`src/tbtlp_pkg.sv`:
```
package tbtlp_pkg;

  // ==========================================================================
  // bus geometry and register indices (byte address is four times the index)
  localparam int unsigned ADDR_W         = 20;
  localparam int unsigned DATA_W         = 32;
  localparam logic [15:0] IDX_TIMER_MODE = 16'hffb0;
  localparam logic [15:0] IDX_TIMER_CNT  = 16'hffb1;
  localparam logic [15:0] IDX_PORT9      = 16'hffdc;
  localparam logic [15:0] IDX_IRQ_EN1    = 16'hfff3;
  localparam logic [15:0] IDX_IRQ_REQ1   = 16'hfff6;
  localparam logic [15:0] IDX_EVT_STAT   = 16'h0100;
  localparam logic [15:0] IDX_EVT_MASK   = 16'h0101;

  // ==========================================================================
  // field positions
  localparam int unsigned MODE_W         = 4;
  localparam int unsigned LED1_BIT       = 2;
  localparam int unsigned LED2_BIT       = 3;
  localparam int unsigned PORT9_PINS     = 6;
  localparam int unsigned TIMER_IEN_BIT  = 7;
  localparam int unsigned TIMER_IRQ_BIT  = 7;
  localparam int unsigned EVT_W          = 2;
  localparam int unsigned EVT_OVF_BIT    = 0;
  localparam int unsigned EVT_LOST_BIT   = 1;

  // ==========================================================================
  // clock-select codes: 10xx is time base, 11xx clears counter and prescaler
  localparam logic [1:0] SEL_TIMEBASE    = 2'h2;
  localparam logic [1:0] SEL_CLEAR       = 2'h3;
  localparam logic [3:0] MODE_TB_HALF    = 4'h9;

  // ==========================================================================
  // reset values
  localparam logic [3:0] RST_MODE        = 4'h0;
  localparam logic [7:0] RST_PORT9       = 8'h00;
  localparam logic       RST_IEN         = 1'b0;
  localparam logic [1:0] RST_EVT_MASK    = 2'h0;

  // ==========================================================================
  // timing: counts are in subclock edges, the subclock arrives on a pin
  localparam int unsigned SUBCLK_HZ      = 32768;
  localparam int unsigned PRE_IN_DIV     = 4;
  localparam int unsigned PRE_W          = 5;
  localparam int unsigned CNT_W          = 8;
  localparam int unsigned CNT_IN_DIV     = PRE_IN_DIV * (1 << PRE_W);
  localparam int unsigned HALF_SEC_MS    = 500;
  localparam int unsigned HALF_SEC_SUBCLK = SUBCLK_HZ * HALF_SEC_MS / 1000;
  localparam int unsigned HALF_SEC_COUNTS = HALF_SEC_SUBCLK / CNT_IN_DIV;

  // ==========================================================================
  // bus slave states
  typedef enum logic [1:0] {
    APB_IDLE   = 2'b01,
    APB_ANSWER = 2'b10
  } tbtlp_apb_state_t;

endpackage

```
`src/tbtlp_sync_rise.sv`:
```
`timescale 1ns/1ps
module tbtlp_sync_rise (
  // clock and reset
  input  wire logic i_clk,
  input  wire logic i_rst_b,
  input  wire logic i_ce,
  // asynchronous level in, rising-edge pulse out
  input  wire logic i_async,
  output logic      o_rise
);

  logic meta_r;
  logic sync_r;
  logic last_r;

  // ==========================================================================
  // two-stage synchroniser, edge taken only after the second stage
  always_ff @(posedge i_clk or negedge i_rst_b) begin
    if (!i_rst_b) begin
      meta_r <= 1'b0;
      sync_r <= 1'b0;
      last_r <= 1'b0;
    end else if (i_ce) begin
      meta_r <= i_async;
      sync_r <= meta_r;
      last_r <= sync_r;
    end
  end

  assign o_rise = sync_r & ~last_r;

endmodule

```
`src/tbtlp_timebase.sv`:
```
`timescale 1ns/1ps
module tbtlp_timebase (
  // clock and reset
  input  wire logic       i_clk,
  input  wire logic       i_rst_b,
  input  wire logic       i_ce,
  // control
  input  wire logic       i_sub_rise,
  input  wire logic       i_clear,
  input  wire logic [3:0] i_mode,
  // state
  output logic      [4:0] o_prescaler,
  output logic      [7:0] o_count,
  output logic            o_ovf
);

  logic [1:0] prediv_r;
  logic       pre_tick;
  logic       cnt_tick;

  // overflow period: bits of the counter that must be all ones
  function automatic logic [7:0] period_mask(input logic [3:0] mode);
    case (mode[1:0])
      2'h0:    period_mask = 8'hff;
      2'h1:    period_mask = 8'h7f;
      2'h2:    period_mask = 8'h3f;
      default: period_mask = 8'h07;
    endcase
  endfunction

  assign pre_tick = i_sub_rise &&
                    (prediv_r == 2'(tbtlp_pkg::PRE_IN_DIV - 1));
  assign cnt_tick = pre_tick && (o_prescaler == 5'h1f) &&
                    (i_mode[3:2] == tbtlp_pkg::SEL_TIMEBASE);
  assign o_ovf    = cnt_tick &&
                    ((o_count & period_mask(i_mode)) == period_mask(i_mode));

  // ==========================================================================
  // prescaler chain
  always_ff @(posedge i_clk or negedge i_rst_b) begin
    if (!i_rst_b) begin
      prediv_r    <= 2'h0;
      o_prescaler <= 5'h00;
    end else if (i_ce) begin
      if (i_clear) begin
        prediv_r    <= 2'h0;
        o_prescaler <= 5'h00;
      end else if (i_sub_rise) begin
        prediv_r <= prediv_r + 2'h1;
        if (pre_tick) begin
          o_prescaler <= o_prescaler + 5'h01;
        end
      end
    end
  end

  // ==========================================================================
  // eight-bit counter at subclock/128
  always_ff @(posedge i_clk or negedge i_rst_b) begin
    if (!i_rst_b) begin
      o_count <= 8'h00;
    end else if (i_ce) begin
      if (i_clear) begin
        o_count <= 8'h00;
      end else if (cnt_tick) begin
        o_count <= o_count + 8'h01;
      end
    end
  end
endmodule

```
`src/tbtlp_top.sv`:
```
// Added by the designer: the APB register port.
`timescale 1ns/1ps
// Overview of operation
// - five-bit prescaler counts subclock divided by four
// - eight-bit counter counts subclock divided by 128
// - select code 1001 gives half-second time base
// - counter takes prescaler output as its clock
// - port 9 latch is eight bits wide
// - port 9 reads return latch, not pins
// - latch bit 3 drives LED2 pin level
// - latch bit 2 drives LED1 pin level
// - enable bit 7 gates the timer interrupt
// - request bit 7 reads pending timer request
module tbtlp_top (
  // clock and reset
  input  wire logic                         i_core_clk,
  input  wire logic                         i_rst_b,
  input  wire logic                         i_ce,
  // apb slave
  input  wire logic                         i_psel,
  input  wire logic                         i_penable,
  input  wire logic                         i_pwrite,
  input  wire logic [tbtlp_pkg::ADDR_W-1:0] i_paddr,
  input  wire logic [tbtlp_pkg::DATA_W-1:0] i_pwdata,
  output logic                              o_pready,
  output logic      [tbtlp_pkg::DATA_W-1:0] o_prdata,
  output logic                              o_pslverr,
  // subclock pin
  input  wire logic                         i_subclk,
  // port pins and interrupt
  output logic      [5:0]                   o_port9,
  output logic                              o_led1,
  output logic                              o_led2,
  output logic                              o_irq
);

  // ==========================================================================
  // declarations
  tbtlp_pkg::tbtlp_apb_state_t state_r;
  tbtlp_pkg::tbtlp_apb_state_t state_nxt;

  logic [3:0] timer_mode_a_r;
  logic [7:0] port9_output_latch_r;
  logic       timer_irq_enable_r;
  logic       timer_irq_flag_r;
  logic       timer_irq_flag_nxt;
  logic [1:0] evt_status_r;
  logic [1:0] evt_status_nxt;
  logic [1:0] evt_mask_r;
  logic [1:0] evt_set;
  logic [4:0] subclock_prescaler;
  logic [7:0] timer_count_a;
  logic       sub_rise;
  logic       ovf;
  logic       tb_clear;
  logic       acc;
  logic       wr_acc;
  logic       rd_acc;
  logic       hit_any;
  logic [31:0] rd_value;

  // address match for a register index
  function automatic logic hit(input logic [19:0] addr, input logic [15:0] idx);
    hit = (addr == {2'b00, idx, 2'b00});
  endfunction

  // ==========================================================================
  // subclock crossing and time base
  tbtlp_sync_rise u_sync (
    .i_clk   (i_core_clk),
    .i_rst_b (i_rst_b),
    .i_ce    (i_ce),
    .i_async (i_subclk),
    .o_rise  (sub_rise)
  );

  tbtlp_timebase u_timebase (
    .i_clk       (i_core_clk),
    .i_rst_b     (i_rst_b),
    .i_ce        (i_ce),
    .i_sub_rise  (sub_rise),
    .i_clear     (tb_clear),
    .i_mode      (timer_mode_a_r),
    .o_prescaler (subclock_prescaler),
    .o_count     (timer_count_a),
    .o_ovf       (ovf)
  );

  // ==========================================================================
  // apb handshake: one wait state, answer on the second access edge
  always_comb begin
    case (state_r)
      tbtlp_pkg::APB_IDLE: begin
        state_nxt = (i_psel && i_penable) ? tbtlp_pkg::APB_ANSWER : tbtlp_pkg::APB_IDLE;
      end
      tbtlp_pkg::APB_ANSWER: begin
        state_nxt = tbtlp_pkg::APB_IDLE;
      end
      default: begin
        state_nxt = tbtlp_pkg::APB_IDLE;
      end
    endcase
  end

  always_ff @(posedge i_core_clk or negedge i_rst_b) begin
    if (!i_rst_b) begin
      state_r  <= tbtlp_pkg::APB_IDLE;
      o_pready <= 1'b0;
    end else if (i_ce) begin
      state_r  <= state_nxt;
      o_pready <= (state_nxt == tbtlp_pkg::APB_ANSWER);
    end
  end

  assign acc    = i_psel && i_penable && o_pready;
  assign wr_acc = acc && i_pwrite && hit_any;
  assign rd_acc = acc && !i_pwrite && hit_any;

  assign hit_any = hit(i_paddr, tbtlp_pkg::IDX_TIMER_MODE) ||
                   hit(i_paddr, tbtlp_pkg::IDX_TIMER_CNT) ||
                   hit(i_paddr, tbtlp_pkg::IDX_PORT9) ||
                   hit(i_paddr, tbtlp_pkg::IDX_IRQ_EN1) ||
                   hit(i_paddr, tbtlp_pkg::IDX_IRQ_REQ1) ||
                   hit(i_paddr, tbtlp_pkg::IDX_EVT_STAT) ||
                   hit(i_paddr, tbtlp_pkg::IDX_EVT_MASK);

  // ==========================================================================
  // read mux; unused bits read zero
  always_comb begin
    rd_value = 32'h0000_0000;
    if (hit(i_paddr, tbtlp_pkg::IDX_TIMER_MODE)) begin
      rd_value[3:0] = timer_mode_a_r;
    end else if (hit(i_paddr, tbtlp_pkg::IDX_TIMER_CNT)) begin
      rd_value[7:0] = timer_count_a;
    end else if (hit(i_paddr, tbtlp_pkg::IDX_PORT9)) begin
      rd_value[7:0] = port9_output_latch_r;
    end else if (hit(i_paddr, tbtlp_pkg::IDX_IRQ_EN1)) begin
      rd_value[tbtlp_pkg::TIMER_IEN_BIT] = timer_irq_enable_r;
    end else if (hit(i_paddr, tbtlp_pkg::IDX_IRQ_REQ1)) begin
      rd_value[tbtlp_pkg::TIMER_IRQ_BIT] = timer_irq_flag_r;
    end else if (hit(i_paddr, tbtlp_pkg::IDX_EVT_STAT)) begin
      rd_value[1:0] = evt_status_r;
    end else if (hit(i_paddr, tbtlp_pkg::IDX_EVT_MASK)) begin
      rd_value[1:0] = evt_mask_r;
    end
  end

  // data and error are captured one edge ahead of the completing edge
  always_ff @(posedge i_core_clk or negedge i_rst_b) begin
    if (!i_rst_b) begin
      o_prdata  <= 32'h0000_0000;
      o_pslverr <= 1'b0;
    end else if (i_ce) begin
      if (state_r == tbtlp_pkg::APB_IDLE && i_psel && i_penable) begin
        o_prdata  <= i_pwrite ? 32'h0000_0000 : rd_value;
        o_pslverr <= !hit_any;
      end else begin
        o_pslverr <= 1'b0;
      end
    end
  end

  // ==========================================================================
  // software-written registers
  // writing 11xx also zeroes counter and prescaler, stored code stops the counter but not the prescaler
  assign tb_clear = wr_acc && hit(i_paddr, tbtlp_pkg::IDX_TIMER_MODE) &&
                    (i_pwdata[3:2] == tbtlp_pkg::SEL_CLEAR);

  always_ff @(posedge i_core_clk or negedge i_rst_b) begin
    if (!i_rst_b) begin
      timer_mode_a_r       <= tbtlp_pkg::RST_MODE;
      port9_output_latch_r <= tbtlp_pkg::RST_PORT9;
      timer_irq_enable_r   <= tbtlp_pkg::RST_IEN;
      evt_mask_r           <= tbtlp_pkg::RST_EVT_MASK;
    end else if (i_ce && wr_acc) begin
      if (hit(i_paddr, tbtlp_pkg::IDX_TIMER_MODE)) begin
        // select bits steer the time base
        timer_mode_a_r <= i_pwdata[3:0];
      end
      if (hit(i_paddr, tbtlp_pkg::IDX_PORT9)) begin
        port9_output_latch_r <= i_pwdata[7:0];
      end
      if (hit(i_paddr, tbtlp_pkg::IDX_IRQ_EN1)) begin
        timer_irq_enable_r <= i_pwdata[tbtlp_pkg::TIMER_IEN_BIT];
      end
      if (hit(i_paddr, tbtlp_pkg::IDX_EVT_MASK)) begin
        evt_mask_r <= i_pwdata[1:0];
      end
    end
  end

  // ==========================================================================
  // timer request flag: set beats a simultaneous zero write
  // sticky until written zero
  always_comb begin
    timer_irq_flag_nxt = timer_irq_flag_r;
    if (wr_acc && hit(i_paddr, tbtlp_pkg::IDX_IRQ_REQ1) &&
        !i_pwdata[tbtlp_pkg::TIMER_IRQ_BIT]) begin
      timer_irq_flag_nxt = 1'b0;
    end
    if (ovf) begin
      timer_irq_flag_nxt = 1'b1;
    end
  end

  // events: overflow, and overflow while the flag was still pending
  assign evt_set = {ovf && timer_irq_flag_r, ovf};

  always_comb begin
    evt_status_nxt = evt_status_r;
    if (rd_acc && hit(i_paddr, tbtlp_pkg::IDX_EVT_STAT)) begin
      // clear only what the captured read data showed: an event that lands
      // between capture and completion stays pending instead of being lost
      evt_status_nxt = evt_status_r & ~o_prdata[1:0];
    end
    evt_status_nxt = evt_status_nxt | evt_set;
  end

  always_ff @(posedge i_core_clk or negedge i_rst_b) begin
    if (!i_rst_b) begin
      timer_irq_flag_r <= 1'b0;
      evt_status_r     <= 2'h0;
    end else if (i_ce) begin
      timer_irq_flag_r <= timer_irq_flag_nxt;
      evt_status_r     <= evt_status_nxt;
    end
  end

  // ==========================================================================
  // registered pins
  always_ff @(posedge i_core_clk or negedge i_rst_b) begin
    if (!i_rst_b) begin
      o_port9 <= 6'h00;
      o_led1  <= 1'b0;
      o_led2  <= 1'b0;
      o_irq   <= 1'b0;
    end else if (i_ce) begin
      o_port9 <= port9_output_latch_r[tbtlp_pkg::PORT9_PINS-1:0];
      o_led1  <= port9_output_latch_r[tbtlp_pkg::LED1_BIT];
      o_led2  <= port9_output_latch_r[tbtlp_pkg::LED2_BIT];
      o_irq   <= (timer_irq_flag_r && timer_irq_enable_r) || |(evt_status_r & evt_mask_r);
    end
  end
endmodule

```
`config.mk`:
```
export PLATFORM = sky130hd
export DESIGN_NAME = tbtlp_top
export DESIGN_NICKNAME = d
export VERILOG_FILES = /design/src/tbtlp_pkg.sv /design/src/tbtlp_sync_rise.sv /design/src/tbtlp_timebase.sv /design/src/tbtlp_top.sv
export SDC_FILE = /design/constraint.sdc
export NUM_CORES = 1
export LEC_CHECK = 0
export BUFFER_PORTS_ARGS = -buffer_cell sky130_fd_sc_hd__buf_2
export CAP_MARGIN = 25
export CORE_UTILIZATION = 45
export CTS_BUF_LIST = sky130_fd_sc_hd__clkbuf_4 sky130_fd_sc_hd__clkbuf_8 sky130_fd_sc_hd__clkbuf_16
export CTS_CLUSTER_DIAMETER = 120
export DETAILED_ROUTE_END_ITERATION = 7
export PLACE_DENSITY = 0.75
export SYNTH_ARGS = -nofsm -noshare
export SYNTH_HDL_FRONTEND = slang
export SYNTH_SLANG_ARGS = --single-unit
```
`constraint.sdc`:
```
create_clock -name i_core_clk -period 2.8 [get_ports i_core_clk]
set_input_delay 0.56 -clock i_core_clk [delete_from_list [all_inputs] [get_ports i_core_clk]]
set_output_delay 0.56 -clock i_core_clk [all_outputs]
set_load 0.03 [all_outputs]
```
==> metrics.txt, run 1 <==
relative contribution of sequential cells to total power=53.7%; overall routed net length=6.42 mm; combined area of all synthesized cells=0.00300 mm^2; number of cells upsized or downsized after cts=0; number of setup violations in the final report=0; Data arrival, critical path=2410 ps; Finished Core Util=52.9%; final design instance area without fill=0.00338 mm^2; max-slew violation count=0; Layout Area Growth over Synthesis=12.6%; clock edge transition at the registers on the reported setup and hold paths=100 ps; routability congestion estimate from global placement=0.867; synthesized netlist cell count=287; count of flip-flops with a built-in enable after synthesis=0; number of max-cap violations=0; critical register-to-register path startpoint=u_timebase.o_prescaler[0]$_DFFE_PN0P_; Post-CTS Setup Bufs=0; Worst Path Max Fanout=7; flop and latch count out of synthesis=54; critical path launch point=i_paddr[8]; Core Area=0.00639 mm^2; initial core utilization=47.0%; internal power component=1.15 mW; Final period util=78.5%; placed wire-length estimate=4.77 mm; vias in the first global route=2220; iteration count of the initial detailed-routing pass=4; path type of the worst min-delay path=input pin to async pin; vias=2383; dominant delay contributor by cell family on the critical path=simple AND/OR/NAND/NOR gates; worst supply voltage drop on vdd=0.000328 V; slowest CP cell=or4b_4; die area=0.00699 mm^2; status=finished, final reports clean; GRT overflow=0; overall routing resource usage=19.2%; number of levels the H-tree was split into=2; worst setup skew after layout=10.7 ps; library cells used by synthesis=53; RSZ-0062 raised after global routing=false; tightest hold margin=18.0 ps; Sink Count=54; Crit path required time=3010 ps; hold buffer count at cts=0; total negative slack for setup checks=0 ps; cell-by-cell listing of the critical path=buf_2 -> or4b_4 -> nor3_4 -> nand4b_1 -> and3_1 -> a221o_1; area after detailed placement=0.00327 mm^2; element type at the critical path end=flip-flop; type of the worst setup path=input pin to flip-flop; portion of the post-synthesis area used by sequential elements=45.1%; maximum number of pins on one net before global-route repair=29; number of cells in the design after placement=412; synthesized area per cell=10.4 um^2; Worst Setup Slack, final=601 ps; highest clock frequency the design can meet=0.455 GHz; worst slack after detailed placement=261 ps; ANT nets after route=0; number of failing hold endpoints at the final stage=0; global-route wire length before repair=10.7 mm; power consumption=1.60 mW; commonest cells after routing, fill and taps aside=dfrtp_1, buf_2, conb_1, nand2_1, mux2_2; Yosys Warn Count=0; fin nets=405; Leakage=1.65 nW; switching share of power=28.4%; count of inserted antenna diode cells=0; CTS buffer count=5; share of power burned in the clock network=30.6%; proportion of synthesized flip-flops having asynchronous set or reset=100%; root cell of the clock tree=clkbuf_8; ports placed on the boundary=102; number of DRC markers after the initial detailed-route iteration=143; clock tree from TritonCTS=done; peak per-stage delay on the critical path=540 ps; total net switching power=0.454 mW; time the final worst path needs with I/O delays and setup=2200 ps; die boundary width=83.6 um; Buf/Inv on CP=1; die height=83.6 um; power per cell area=474 mW/mm^2; share of total power in combinational logic=15.8%; number of antenna violations at the first check in global routing=0; final non-filler cell total=420; CP startpoint kind=input pin; share of post-route cells with drive strength above 1=30.9%; Most used DFF post-synth=dfrtp_1; DRC errors left=0; maximum count of clock buffers along a single path=2; clock latency of the later-clocked register in the worst-skew pair=320 ps; wire length per cell=15.3 um; via/cell ratio=5.67; number of placement rows=29; # port buffers=53
-- worst paths after layout --
check	endpoint	slack [ps]	cells past startpoint
hold reg to reg	o_prdata[5]$_DFFE_PN0P_	480	2
setup reg to reg	u_timebase.o_count[0]$_DFFE_PN0P_	830	7
setup / recovery	u_timebase.o_count[3]$_DFFE_PN0P_	600	6
max in group asynchronous	state_r[0]$_DFFE_PN1P_	2220	2
min in group i_core_clk	port9_output_latch_r[5]$_DFFE_PN0P_	470	2
hold / removal	u_sync.meta_r$_DFFE_PN0P_	20	1
-- flip-flops by register name, indices dropped and copies added, names as in the netlist, 2 cells and up --
| name | flops |
|---|---|
| evt_mask_r | 2 |
| evt_status_r | 2 |
| o_port9 | 6 |
| o_prdata | 8 |
| port9_output_latch_r | 8 |
| timer_mode_a_r | 4 |
| u_timebase.o_count | 8 |
| u_timebase.o_prescaler | 5 |
| u_timebase.prediv_r | 2 |
-- power by group through the flow --
stage	logic, mW	registers (mW)	clock network [mW]
4_1_cts	0.255	0.859	0.502
3_5_place_dp	0.254	0.874	0
3_3_place_gp	0.244	0.873	0
5_1_grt	0.283	0.865	0.524
2_1_floorplan	0.194	0.873	0
6_report	0.253	0.859	0.489
-- synthesized netlist by cell type (all sizes together), types with 3 or more instances --
cell     count  area (um^2)
dfrtp       53         1330
buf         29          209
mux2        26          308
nand2       23         86.3
o21ai       15         75.1
and3        11         70.1
nand3       11         67.6
nand4        9         56.3
a22oi        8         60.1
inv          8         30.0
nor2         8         30.0
nor3         8         56.3
clkbuf       7         26.3
nand2b       7         43.8
a21oi        5         25.0
a22o         4         35.0
ha           4         50.1
nor4         4         25.0
o2bb2ai      4         35.0
o311ai       4         35.0
o31ai        4         30.0
a2bb2oi      3         26.3
mux2i        3         30.0
-- cell type report --
cell class | count | area (um^2)
multi-input cells | 212 | 1470
repair buffers | 61 | 325
clock inverters | 1 | 8.76
clock buffers | 7 | 96.3
flip-flops and latches | 54 | 1350
inverters | 8 | 30.0
well taps | 77 | 96.3
fillers | 574 | 3010
-- worst register-to-register path, stage by stage, from the launching register on --
cell	delay, ps
dfrtp_1	410
ha_1	230
and3_1	190
ha_1	190
and3b_1	210
and2_1	180
and3_1	180
mux2_2	260
-- per-layer routing --
| layer | global-route usage (%) | up-vias | part of all wire [%] |
|---|---|---|---|
| met5 | 0 | - | 0 |
| met4 | 6.78 | 0 | 1.4 |
| met3 | 3.46 | 9 | 6.0 |
| met2 | 30.6 | 101 | 47 |
| met1 | 26.4 | 1148 | 46 |
| li1 | - | 1125 | - |
-- cells by family (layout without fill, tap and decap cells) --
logic type               Yosys count  after routing  share of synthesized area [%]
AO/OA/AOI/OAI                     56             56                           13.3
multiplexers                      29             29                           11.3
AND/OR/NAND/NOR                   98             98                           19.4
other                              1             24                          0.125
buffers and inverters             44             77                           8.84
flip-flops                        54             54                           45.1
adder cells (fa/ha/maj)            4              4                           1.67
XOR/XNOR                           1              1                          0.292
No activity file was read; power rests on OpenSTA's default activity.
==> run 2: changes to the inputs <==
Clock period 2.8 ns to 2.05 ns, I/O delays scaled along.
==> run 2 against run 1 <==
Effect of this change: die area unchanged; combinational power increased by 39%; largest power group unchanged; highest routed layer unchanged; wire length is 4.2% higher; register-to-register slack got worse by 760 ps; clock power is 23% higher.
==> metrics.txt, run 2 (synthesis gave the netlist of run 1 again) <==
status=finished, final reports clean; number of max-cap violations=0; Sink Count=54; count of inserted antenna diode cells=0; max-slew violation count=0; worst setup skew after layout=8.69 ps; Reg2Reg Setup Slack=70 ps; fin nets=416; type of the worst setup path=input pin to flip-flop; path type of the worst min-delay path=input pin to async pin; final design instance area without fill=0.00344 mm^2; Layout fillers=570; iteration count of the initial detailed-routing pass=4; vias=2421; power consumption=2.13 mW; Final period util=97.2%; global-route wire length before repair=11.1 mm; RSZ-0062 raised after global routing=true; share of post-route cells with drive strength above 1=33.4%; GRT met2 Usage=31.9%; power per cell area=618 mW/mm^2; area after detailed placement=0.00336 mm^2; Core Area=0.00639 mm^2; overall routed net length=6.69 mm; via/cell ratio=5.63; clock tree from TritonCTS=done; clock edge transition at the registers on the reported setup and hold paths=100 ps; die boundary width=83.6 um; Crit path required time=2230 ps; clock latency of the later-clocked register in the worst-skew pair=310 ps; die area=0.00699 mm^2; hold buffer count at cts=0; maximum count of clock buffers along a single path=2; worst supply voltage drop on vdd=0.000407 V; wire length per cell=15.6 um; Layout Area Growth over Synthesis=14.9%; commonest cells after routing, fill and taps aside=dfrtp_1, buf_2, conb_1, nand2_1, mux2_2; number of setup violations in the final report=0; number of failing hold endpoints at the final stage=0; CP startpoint kind=input pin; GRT overflow=0; number of placement rows=29; Data arrival, critical path=2180 ps; highest clock frequency the design can meet=0.502 GHz; Finished Core Util=53.9%; area used by sequential logic in the layout=0.00135 mm^2; placed wire-length estimate=5.14 mm; ports placed on the boundary=102; number of antenna violations at the first check in global routing=0; # port buffers=53; most congested layer reported by global routing=met2; ANT nets after route=0; CTS buffer count=5; die height=83.6 um; routability congestion estimate from global placement=0.907; met1 track demand over resource in global routing=27.5%; Worst Path Max Fanout=4; Post-CTS Setup Bufs=0; number of levels the H-tree was split into=2; overall routing resource usage=19.6%; Leakage=1.69 nW; time the final worst path needs with I/O delays and setup=1990 ps; number of DRC markers after the initial detailed-route iteration=126; GRT met3 Usage=3.26%; biggest regs=o_prdata (8), port9_output_latch_r (8), u_timebase.o_count (8); vias in the first global route=2287; total negative slack for setup checks=0 ps; area occupied by multi-input gates=0.00148 mm^2; DRC errors left=0; maximum number of pins on one net before global-route repair=26; root cell of the clock tree=clkbuf_8; element type at the critical path end=flip-flop; initial core utilization=47.0%
[run 2: cell count changes in the layout (fill, tap and decap cells not counted), sizes merged]
cell    delta
buf       +11
clkbuf     -2
inv        +1
[run 2: cell type report]
cell class	instances	area share, %
multi-input cells	212	42.8
flip-flops and latches	54	39.3
repair buffers	72	11.8
well taps	77	2.80
clock buffers	5	2.00
inverters	8	0.872
clock inverters	2	0.400
[run 2: worst paths after layout]
kind	start	to	cells after the start
max in group asynchronous	i_rst_b	state_r[0]$_DFFE_PN1P_	2
max	i_paddr[8]	evt_status_r[1]$_DFFE_PN0P_	6
max reg2reg	u_timebase.o_prescaler[0]$_DFFE_PN0P_	u_timebase.o_count[0]$_DFFE_PN0P_	7
min in group i_core_clk	i_pwdata[5]	port9_output_latch_r[5]$_DFFE_PN0P_	2
min	i_rst_b	evt_status_r[1]$_DFFE_PN0P_	1
min reg2reg	o_prdata[3]$_DFFE_PN0P_	o_prdata[3]$_DFFE_PN0P_	2
[run 2: per-stage QoR]
| stage | hold WS [ps] | setup WS (ps) | std cells |
|---|---|---|---|
| finish | 0.0959 | 57.1 | 430 |
| detailed placement | 351 | -285 | 423 |
| global route | 28.1 | -12.3 | 430 |
| CTS | 16.6 | 54.8 | 430 |
| global placement | 339 | -214 | 423 |
| floorplan | 114 | -78.2 | 310 |
[run 2: power by group]
part           internal (mW)  switching [mW]
combinational          0.137           0.214
sequential              1.12          0.0521
clock                  0.237           0.364
total                   1.50           0.630
[run 2: metal layers]
layer  vias up  part of all wire, %  routed length, um
met1      1177                   46               3100
li1       1141                    -                  -
met4         0                  1.3                 85
met2        94                   47               3140
met5         -                    0                  0
met3         9                  5.5                370
[run 2: what timing repair did]
action | in CTS | in global routing
hold endpoints to repair | 0 | 0
setup endpoints to repair | 0 | 4
gates resized for setup | 0 | 2
[run 2: critical path, stage by stage]
cell and delay, ps:
buf_2 100, or4b_4 540, nor3_4 230, nand4_1 270, o41ai_1 470, o21ai_0 150
